## config.mk

```make
export PLATFORM = sky130hd
export DESIGN_NAME = rpsem_top
export DESIGN_NICKNAME = d
export VERILOG_FILES = /design/src/rtl/rpsem_pkg.sv /design/src/rtl/rpsem_drv_if.sv /design/src/rtl/rpsem_top.sv /design/src/rtl/rpsem_drv_tbl.sv
export SDC_FILE = /design/constraint.sdc
export NUM_CORES = 1
export LEC_CHECK = 0
export BUFFER_PORTS_ARGS = -buffer_cell sky130_fd_sc_hd__buf_2
export CORE_ASPECT_RATIO = 1.1
export CORE_MARGIN = 4
export CORE_UTILIZATION = 27
export CTS_CLUSTER_SIZE = 14
export DETAILED_ROUTE_END_ITERATION = 7
export HOLD_SLACK_MARGIN = 0.15
export PLACE_DENSITY = 0.44
export SETUP_SLACK_MARGIN = 0.5
export SYNTH_ARGS = -nofsm -noshare
export SYNTH_HDL_FRONTEND = slang
export SYNTH_HIERARCHICAL = 1
export SYNTH_SLANG_ARGS = --single-unit
export TNS_END_PERCENT = 5
```

## constraint.sdc

```tcl
create_clock -name pclk -period 10.9 [get_ports pclk]
set_clock_uncertainty 0.2 [all_clocks]
set_input_delay 2.725 -clock pclk [delete_from_list [all_inputs] [get_ports pclk]]
set_output_delay 2.725 -clock pclk [all_outputs]
set_load 0.02 [all_outputs]
```

## src/rtl/rpsem_pkg.sv

```systemverilog
// Constants and types for the selector channel position-mode emulation
package rpsem_pkg;
    localparam int NDRV = 8;
    // Command operation codes
    localparam logic [7:0] OP_POSMODE = 8'h2F;
    localparam logic [7:0] OP_TIO     = 8'h00;
    localparam logic [7:0] OP_SEEK    = 8'h07;
    localparam logic [7:0] OP_SEEKCYL = 8'h0B;
    localparam logic [7:0] OP_RECAL   = 8'h13;
    localparam logic [7:0] OP_SETSECT = 8'h23;
    localparam logic [7:0] OP_DIAGLD  = 8'h53;
    localparam logic [7:0] OP_DIAGWR  = 8'h73;
    // State code operation field
    localparam logic [1:0] SC_INVALID = 2'b00;
    localparam logic [1:0] SC_ENTER   = 2'b01;
    localparam logic [1:0] SC_RECON   = 2'b10;
    localparam logic [1:0] SC_RETRY   = 2'b11;
    // Status byte bits
    localparam logic [7:0] ST_SM = 8'h40;
    localparam logic [7:0] ST_CU = 8'h20;
    localparam logic [7:0] ST_BY = 8'h10;
    localparam logic [7:0] ST_CE = 8'h08;
    localparam logic [7:0] ST_DE = 8'h04;
    localparam logic [7:0] ST_UC = 8'h02;
    localparam logic [7:0] ST_UE = 8'h01;
    // Sense bytes 0..2 and format/message byte
    localparam logic [7:0] SN_CMDREJ  = 8'h80;
    localparam logic [7:0] SN_OVERRUN = 8'h04;
    localparam logic [7:0] SN_INVCMD  = 8'h01;
    localparam logic [7:0] SN_INVSEQ  = 8'h02;
    localparam logic [7:0] SN_SHORT   = 8'h04;
    localparam logic [7:0] FM_OVR     = 8'h00;
    localparam logic [7:0] FM_SEEK    = 8'h1A;
    localparam logic [7:0] FM_UNCORR  = 8'h40;
    localparam logic [7:0] FM_CORR    = 8'h50;
    // Error causes
    localparam logic [1:0] EC_OVR    = 2'd0;
    localparam logic [1:0] EC_SEEK   = 2'd1;
    localparam logic [1:0] EC_UNCORR = 2'd2;
    localparam logic [1:0] EC_CORR   = 2'd3;
    // Sector lead: selector leads block multiplex by five sectors
    localparam logic [7:0] LEAD_SEL  = 8'h07;
    localparam logic [7:0] LEAD_EARLY = 8'h05;
    // Drive interrupt window
    localparam int WIN_NS  = 130000;
    localparam int CLK_NS  = 10;
    localparam int WIN_CYC = WIN_NS / CLK_NS;
    // Register offsets
    localparam logic [7:0] A_CTRL  = 8'h00;
    localparam logic [7:0] A_STAT  = 8'h04;
    localparam logic [7:0] A_SENSE = 8'h08;
    localparam logic [7:0] A_LAST  = 8'h0C;
    localparam logic [31:0] CTRL_RST = 32'h0000_0001;

    typedef enum logic [1:0] {
        DS_IDLE = 2'd0,
        DS_INIT = 2'd1,
        DS_DCC  = 2'd2,
        DS_RTY  = 2'd3
    } rpsem_dst_t;

    typedef enum logic [2:0] {
        FS_IDLE = 3'b000,
        FS_SEL  = 3'b001,
        FS_STK  = 3'b011,
        FS_CONT = 3'b010,
        FS_MOT  = 3'b110
    } rpsem_fsm_t;
endpackage

```

## src/rtl/rpsem_drv_if.sv

```systemverilog
// Link between the command sequencer and the per-drive state table
`timescale 1ns/1ps
interface rpsem_drv_if;
    import rpsem_pkg::*;
    logic                  wr;
    logic [2:0]            wr_drv;
    rpsem_dst_t            wr_st;
    logic                  clr;
    logic [2:0]            clr_drv;
    logic [NDRV-1:0][1:0]  st;
    logic [NDRV-1:0]       int_act;
    logic                  any_int;
    logic                  low_ok;
    logic [2:0]            low_drv;
    modport tbl (input wr, wr_drv, wr_st, clr, clr_drv,
                 output st, int_act, any_int, low_ok, low_drv);
    modport ctl (output wr, wr_drv, wr_st, clr, clr_drv,
                 input st, int_act, any_int, low_ok, low_drv);
endinterface

```

## src/rtl/rpsem_top.sv

```systemverilog
// Selector channel position-mode command interpreter with APB registers
//
// Overview of operation
// - State code op: 00 invalid, 01 enter, 10 reconnect, 11 retry reconnect.
// - State code not matching drive state ends CE DE UC, invalid sequence.
// - Drive in state 2 or 3: other commands except test I/O get UC.
// - In position mode, seeks and recalibrate needing motion end CE UC UE.
// - Motion completion starts selection toward channel and posts device end.
// - Set sector disconnects, or ends CE DE when at target minus seven.
// - Idle loop raises request in while a drive interrupt window is active.
// - Selector reconnect request comes five sectors before block multiplex.
// - Diagnostic, sense, read, write and search commands run unchanged.
// - Disconnected drive keeps chaining state; next command is chained.
// - Poll selects lowest numbered chaining drive with an interrupt.
// - After stacked device end, disconnect and keep chaining state.
// - Test I/O on stacked drive posts device end and clears its interrupt.
// - Contingent wait rejects other devices with UC, other channels busy.
// - Reconnect state code ends CE DE; channel chains onward.
// - Retry status keeps simulated chaining; next command is the retry.
// - Retry reconnect waits contingent, then enters chained reselection.
// - Outside position mode motion gives CE, stays connected, then DE.
// - Outside position mode retry becomes CE DE UC, sense overrun.
// - Sense format: uncorrectable 4, correctable 5, seek 1A, overrun 0.
// - Outside position mode, internal recoveries show no retry status.
// - Position-mode command code is 2F hex.
// - State code op is bits 0 and 1; bits 2 to 7 must be zero.
// - Position-mode command on block multiplex channel: UC, invalid command.
// - Short byte count: UC, command reject count less than required.
`timescale 1ns/1ps
module rpsem_top
    import rpsem_pkg::*;
#(
    parameter int WIN = WIN_CYC
) (
    input  wire logic            pclk,
    input  wire logic            presetn,
    input  wire logic [7:0]      paddr,
    input  wire logic            psel,
    input  wire logic            penable,
    input  wire logic            pwrite,
    input  wire logic [31:0]     pwdata,
    output logic [31:0]          prdata,
    output logic                 pready,
    output logic                 pslverr,
    input  wire logic            cmd_valid,
    input  wire logic [7:0]      cmd_op,
    input  wire logic [7:0]      cmd_arg,
    input  wire logic [2:0]      cmd_drive,
    input  wire logic            cmd_count_ok,
    input  wire logic            cmd_other_chan,
    input  wire logic            need_motion,
    input  wire logic            sector_ready,
    input  wire logic            retry_cond,
    input  wire logic [1:0]      err_cause,
    input  wire logic            recov_internal,
    input  wire logic            select_out,
    input  wire logic            address_out,
    input  wire logic            stack_in,
    input  wire logic [NDRV-1:0] motion_done,
    input  wire logic [NDRV-1:0] sector_hit,
    output logic                 sts_valid,
    output logic [7:0]           sts_byte,
    output logic                 sts_chained,
    output logic                 retry_cmd,
    output logic                 request_in,
    output logic                 sel_valid,
    output logic [2:0]           sel_drive,
    output logic [7:0]           sect_target
);
    typedef struct packed {
        rpsem_fsm_t        fsm;
        logic [2:0]        drv;
        logic              sts_v;
        logic [7:0]        sts;
        logic              chn;
        logic              rty;
        logic              sel_v;
        logic [NDRV-1:0]   chain;
        logic [NDRV-1:0]   rpend;
        logic [31:0]       sns;
        logic [31:0]       ctrl;
        logic [31:0]       rdata;
        logic              err;
        logic [7:0]        sect;
    } rpsem_top_t;

    rpsem_top_t s_q, s_d;
    rpsem_drv_if di ();

    rpsem_drv_tbl #(.WIN(WIN)) u_tbl (
        .pclk        (pclk),
        .presetn     (presetn),
        .motion_done (motion_done),
        .sector_hit  (sector_hit),
        .t           (di.tbl)
    );

    ////////////////////////////////////////////////////////////////////////
    // Command decode helpers

    logic       selch;
    logic [1:0] dst;
    logic       rotational_position_mode;
    logic       motion_op;
    logic [1:0] scop;
    logic       sczero;
    logic [7:0] fmt;

    always_comb begin
        selch = s_q.ctrl[0];
        dst = di.st[cmd_drive];
        rotational_position_mode = dst != DS_IDLE;
        motion_op = cmd_op == OP_SEEK || cmd_op == OP_SEEKCYL
                    || cmd_op == OP_RECAL;
        scop = cmd_arg[1:0];
        sczero = cmd_arg[7:2] == 6'd0;
        case (err_cause)
            EC_SEEK:   fmt = FM_SEEK;
            EC_UNCORR: fmt = FM_UNCORR;
            EC_CORR:   fmt = FM_CORR;
            default:   fmt = FM_OVR;
        endcase
    end

    ////////////////////////////////////////////////////////////////////////
    // Sequencer and register file

    logic [31:0] stat_word;

    always_comb begin
        s_d = s_q;
        s_d.sts_v = 1'b0;
        s_d.chn = 1'b0;
        s_d.sel_v = 1'b0;
        di.wr = 1'b0;
        di.wr_drv = cmd_drive;
        di.wr_st = DS_IDLE;
        di.clr = 1'b0;
        di.clr_drv = cmd_drive;
        stat_word = {8'h00, di.st, 5'd0, s_q.fsm};

        // Poll, stacked status and connected motion handshake with the channel
        case (s_q.fsm)
            FS_IDLE: begin
                if (request_in && select_out && !address_out
                    && di.low_ok) begin
                    s_d.fsm = FS_SEL;
                    s_d.drv = di.low_drv;
                    s_d.sel_v = 1'b1;
                end
            end
            FS_SEL: begin
                s_d.sts_v = 1'b1;
                s_d.sts = ST_DE;
                s_d.fsm = FS_STK;
            end
            FS_STK: begin
                // Stacked: disconnect, drive keeps chaining state
                if (stack_in)
                    s_d.fsm = FS_IDLE;
            end
            FS_MOT: begin
                // Selector stays connected through motion
                if (motion_done[s_q.drv]) begin
                    s_d.sts_v = 1'b1;
                    s_d.sts = ST_DE;
                    s_d.fsm = FS_IDLE;
                end
            end
            FS_CONT: ;
            default: s_d.fsm = FS_IDLE;
        endcase

        if (cmd_valid) begin
            s_d.sts_v = 1'b1;
            s_d.sts = ST_CE | ST_DE;
            s_d.rty = 1'b0;
            // Next command after a reconnect continues the old chain
            s_d.chn = s_q.chain[cmd_drive];
            s_d.chain[cmd_drive] = 1'b0;
            if (s_q.rpend[cmd_drive] && cmd_op != OP_POSMODE) begin
                s_d.rty = 1'b1;
                s_d.rpend[cmd_drive] = 1'b0;
            end
            if (s_q.fsm == FS_CONT && cmd_drive != s_q.drv) begin
                // Contingent connection holds the unit
                s_d.sts = cmd_other_chan ? ST_BY : ST_UC;
                s_d.chn = 1'b0;
                s_d.rty = 1'b0;
                s_d.chain[cmd_drive] = s_q.chain[cmd_drive];
                s_d.rpend[cmd_drive] = s_q.rpend[cmd_drive];
            end else if (cmd_op == OP_POSMODE) begin
                if (!selch) begin
                    s_d.sts = ST_UC;
                    s_d.sns = {SN_CMDREJ, SN_INVCMD, 16'h0000};
                end else if (!cmd_count_ok) begin
                    s_d.sts = ST_UC;
                    s_d.sns = {SN_CMDREJ, SN_SHORT, 16'h0000};
                end else if (!sczero || scop == SC_INVALID) begin
                    s_d.sts = ST_CE | ST_DE | ST_UC;
                    s_d.sns = {SN_CMDREJ, SN_INVSEQ, 16'h0000};
                end else if ((scop == SC_ENTER && dst != DS_IDLE)
                    || (scop == SC_RECON && dst != DS_DCC)
                    || (scop == SC_RETRY && dst != DS_RTY)) begin
                    s_d.sts = ST_CE | ST_DE | ST_UC;
                    s_d.sns = {SN_CMDREJ, SN_INVSEQ, 16'h0000};
                end else begin
                    // Valid code: drive back into plain position mode
                    di.wr = 1'b1;
                    di.wr_st = DS_INIT;
                    s_d.sts = ST_CE | ST_DE;
                    s_d.chain[cmd_drive] = scop != SC_ENTER;
                    s_d.rpend[cmd_drive] = scop == SC_RETRY;
                    if (s_q.fsm == FS_CONT)
                        s_d.fsm = FS_IDLE;
                end
            end else if (dst >= DS_DCC && cmd_op != OP_TIO) begin
                s_d.sts = ST_UC;
                s_d.sns = {SN_CMDREJ, SN_INVSEQ, 16'h0000};
                s_d.chn = 1'b0;
                s_d.rty = 1'b0;
            end else if (cmd_op == OP_TIO) begin
                s_d.sts = 8'h00;
                if (di.int_act[cmd_drive] && dst >= DS_DCC) begin
                    s_d.sts = ST_DE;
                    di.clr = 1'b1;
                    s_d.drv = cmd_drive;
                    s_d.fsm = FS_CONT;
                end
            end else if (cmd_op == OP_DIAGLD || cmd_op == OP_DIAGWR) begin
                s_d.sts = ST_CE | ST_DE;
            end else if (retry_cond && !recov_internal) begin
                if (rotational_position_mode && selch) begin
                    s_d.sts = ST_SM | ST_CE | ST_UC;
                    di.wr = 1'b1;
                    di.wr_st = DS_RTY;
                end else begin
                    s_d.sts = ST_CE | ST_DE | ST_UC;
                    s_d.sns = {SN_OVERRUN, 16'h0000, fmt};
                end
            end else if (retry_cond) begin
                s_d.sts = ST_CE | ST_DE;
            end else if ((motion_op && need_motion)
                || (cmd_op == OP_SETSECT && !sector_ready)) begin
                if (cmd_op == OP_SETSECT)
                    // Drive is told where to interrupt
                    s_d.sect = cmd_arg - (selch ? LEAD_SEL
                                          : LEAD_SEL - LEAD_EARLY);
                if (rotational_position_mode && selch) begin
                    s_d.sts = ST_CE | ST_UC | ST_UE;
                    di.wr = 1'b1;
                    di.wr_st = DS_DCC;
                end else begin
                    s_d.sts = ST_CE;
                    s_d.drv = cmd_drive;
                    s_d.fsm = FS_MOT;
                end
            end
        end

        // APB: zero wait states, read data captured in the setup cycle
        s_d.err = 1'b0;
        if (psel && !penable) begin
            s_d.rdata = 32'h0000_0000;
            case (paddr)
                A_CTRL:  s_d.rdata = s_q.ctrl;
                A_STAT:  s_d.rdata = stat_word;
                A_SENSE: s_d.rdata = s_q.sns;
                A_LAST:  s_d.rdata = {24'h000000, s_q.sts};
                default: s_d.err = 1'b1;
            endcase
        end else if (psel) begin
            s_d.err = s_q.err;
        end
        if (psel && penable && pwrite && paddr == A_CTRL)
            s_d.ctrl = {31'd0, pwdata[0]};
    end

    always_ff @(posedge pclk or negedge presetn) begin
        if (!presetn) begin
            s_q <= '0;
            s_q.ctrl <= CTRL_RST;
        end else begin
            s_q <= s_d;
        end
    end

    ////////////////////////////////////////////////////////////////////////
    // Outputs

    always_comb begin
        prdata = s_q.rdata;
        pready = 1'b1;
        pslverr = psel && penable && s_q.err;
        sts_valid = s_q.sts_v;
        sts_byte = s_q.sts;
        sts_chained = s_q.chn;
        retry_cmd = s_q.rty;
        // Request only from the idle loop; never during contingent wait
        request_in = s_q.fsm == FS_IDLE && di.low_ok;
        sel_valid = s_q.sel_v;
        sel_drive = s_q.drv;
        sect_target = s_q.sect;
    end
endmodule

```

## src/rtl/rpsem_drv_tbl.sv

```systemverilog
// Per-drive state, pending device end and interrupt window table
`timescale 1ns/1ps
module rpsem_drv_tbl
    import rpsem_pkg::*;
#(
    parameter int WIN = WIN_CYC
) (
    input  wire logic            pclk,
    input  wire logic            presetn,
    input  wire logic [NDRV-1:0] motion_done,
    input  wire logic [NDRV-1:0] sector_hit,
    rpsem_drv_if.tbl             t
);
    typedef struct packed {
        logic [NDRV-1:0][1:0]  st;
        logic [NDRV-1:0]       dep;
        logic [NDRV-1:0][13:0] win;
    } rpsem_tbl_t;

    rpsem_tbl_t s_q, s_d;
    always_comb begin
        s_d = s_q;
        t.low_ok = 1'b0;
        t.low_drv = 3'd0;
        for (int i = NDRV - 1; i >= 0; i--) begin
            if (s_q.win[i] != 14'd0)
                s_d.win[i] = s_q.win[i] - 14'd1;
            // Clear first, so the drive's own same-cycle event wins
            if (t.clr && t.clr_drv == 3'(i)) begin
                s_d.dep[i] = 1'b0;
                s_d.win[i] = 14'd0;
            end
            // Seek done while disconnected posts device end
            if (motion_done[i] && s_q.st[i] == DS_DCC)
                s_d.dep[i] = 1'b1;
            // One sector period per revolution
            if (sector_hit[i] && s_q.st[i] == DS_DCC)
                s_d.win[i] = 14'(WIN);
            if (t.wr && t.wr_drv == 3'(i))
                s_d.st[i] = t.wr_st;
            t.int_act[i] = s_q.dep[i] || s_q.win[i] != 14'd0;
            // Lowest numbered chaining drive with an interrupt
            if (t.int_act[i] && s_q.st[i] >= DS_DCC) begin
                t.low_ok = 1'b1;
                t.low_drv = 3'(i);
            end
        end
        t.st = s_q.st;
        t.any_int = |t.int_act;
    end

    always_ff @(posedge pclk or negedge presetn) begin
        if (!presetn)
            s_q <= '0;
        else
            s_q <= s_d;
    end
endmodule

```

==> impl_metrics.ini <==
[placement]
dp_hpwl_um = 23300
placed_area_um2 = 12500
dp.cells = 1821
place.gp.congestion = 0.797
dp_worst_setup_slack_ns = 4.02
io_buffers = 109

[layout]
fin_util_pct = 31.1
finalNetCount = 1384
multi_input_area_um2 = 5780
fill_cells = 4475
areaGrowthSynthToFinish_pct = 13.9
final_layout_size_suffix_gt1_share_pct = 16.9
stdcell_area_um2 = 13500
fin_cells = 1869
ff_latch_area_um2 = 5280
antenna_cells = 0

[setup_path]
criticalPathCategory = reg2out
required_ns = 7.98
r2r_start = u_tbl/s_q[98]
r2r_cells = 13
end_kind = output port
start_kind = flop
cp_max_fo = 8
r2r-end = u_tbl/s_q[1]
rrSetupSlack_ns = 6.26
crit_arrival_ns = 3.65

[clock_tree]
cts_setup_buffers = 0
clk_pin_slew_ns = 0.06
worstSkewPairLatency_ns = 0.54
cts_tree = built
clock_path_buffers = 3
cts_made_buffers = 26
clock-sinks = 211
postCtsResizedCells = 0
root_buffer = clkbuf_16
cts.hold.buffers_added = 0
htreeDepth = 1

[routing]
wl_um = 32500
via_per_inst = 4.88
dr.first_iter.drc_count = 524
drc = 0
via_count = 9121
drt-wirelength-per-cell_um = 17.4
ant_nets = 0
dr.pass1.iters = 5

[power]
irDropWorstVdd_mv = 0.0947
p_per_area_nw_per_um2 = 139
comb_power_share_pct = 6.0
netSwitchingPower_uw = 429
p_clk_share_pct = 50.9
p_int_mw = 1.44
p_leak_nw = 5.61
total_power_mw = 1.87
p_seq_share_pct = 43.1
p_sw_share_pct = 22.9

[logic_synthesis]
synth_cells = 1226
synth_area_per_cell_um2 = 9.64
ys.warnings.count = 6
netlist_area_um2 = 11800

[hold_path]
worstHoldPathCells = 2
min-delay-start = prdata[26]
min_path_type = reg2reg
min_to = prdata[26]

[global_routing]
antenna_found_initial = 0
grt-ovfl-total = 0
grt_use_total_pct = 13.4
grt_max_degree = 98
grt_pass1_wl_um = 51700
grt_pass1_vias = 9052

[timing]
post-route-min-period_ns = 6.58
holdWs_ns = 0.275
drv_slew = 0
fin_ws_ns = 4.32
finalCritPeriodShare_pct = 60.3
max_slew_margin_pct = 24.3
worstMarginPinSlew_ns = 1.12
setup_viol = 0
setup_tns_ns = 0
fmax_mhz = 152
hold_viol = 0
grt_setup_unrepaired = false

[floorplan]
fp.coreArea_um2 = 43300
die_h_um = 227
die_width_um = 208
die_area_um2 = 47200
start_util_pct = 27.3
ios = 150
rows = 80

[run_status]
outcome = completed

[job]
maxCapViolCount = 0
cells in the final DEF (no fill, tap or decap), drive strengths merged, types with 6 or more instances in the layout:
master	instances
dfrtp	210
nor2	130
buf	114
nand2	105
o21ai	89
xor2	66
clkbuf	39
inv	38
nand3	36
nor3	36
xnor2	34
mux2	34
nor4	27
a22o	26
a21oi	25
nand4	25
nor2b	18
mux2i	17
nand2b	17
ha	17
nand4b	16
nand3b	14
nor3b	11
a211oi	11
or4	11
o31ai	9
conb	9
or3	8
mux4	7
nor4b	6
and3	6
sequential cells by signal, indices dropped and copies added (netlist names):
register     count
u_tbl/s_q      120
s_q             29
prdata          25
u_tbl/t.st      16
sect_target      8
sts_byte         6
sel_drive        3
retry_cmd        1
sel_valid        1
sts_chained      1
sts_valid        1
power groups by stage:
| stage | Sequential [mW] | Combinational, mW | Clock (mW) |
|---|---|---|---|
| 5_1_grt | 0.807 | 0.125 | 1.02 |
| 4_1_cts | 0.805 | 0.114 | 0.984 |
| 6_report | 0.805 | 0.111 | 0.952 |
| 3_3_place_gp | 0.819 | 0.113 | 0 |
| 3_5_place_dp | 0.820 | 0.113 | 0 |
| 2_1_floorplan | 0.817 | 0.0642 | 0 |
routing by layer:
layer / up-vias / wire (um) / global-route usage [%]
met5: - / 0 / 0
met4: 0 / 608 / 3.65
met3: 30 / 1460 / 2.25
met2: 188 / 15000 / 21.9
met1: 4465 / 15400 / 18.5
li1: 4438 / - / -
worst max-delay path by stage:
stage	start	endpoint	slack, ns	depth (start not counted)
floorplan	penable	pslverr	4.99	1
global placement	cmd_drive[2]	u_tbl/t.st[3]	4.03	10
detailed placement	cmd_drive[2]	u_tbl/t.st[2]	4.02	10
CTS	u_tbl/s_q[28]	request_in	4.25	9
global route	u_tbl/s_q[28]	request_in	3.90	9
finish	u_tbl/s_q[28]	request_in	4.32	9
cell type report:
| cell class | instances | area share, % |
|---|---|---|
| clock inverters | 9 | 1.10 |
| multi-input cells | 884 | 42.9 |
| repair buffers | 114 | 4.40 |
| well taps | 574 | 5.33 |
| clock buffers | 39 | 6.02 |
| flip-flops and latches | 211 | 39.2 |
| inverters | 38 | 1.06 |
worst max-delay path, stage by stage (launching register included):
cell and delay [ns]:
dfrtp_1 0.39, inv_1 0.12, ha_1 0.16, nor4b_1 0.43, nand4_1 0.43, o21ai_0 0.67, nand4_1 0.19, or2_2 0.35
nor4b_1 0.18, buf_2 0.18
Power figures use the tool's default switching activity.
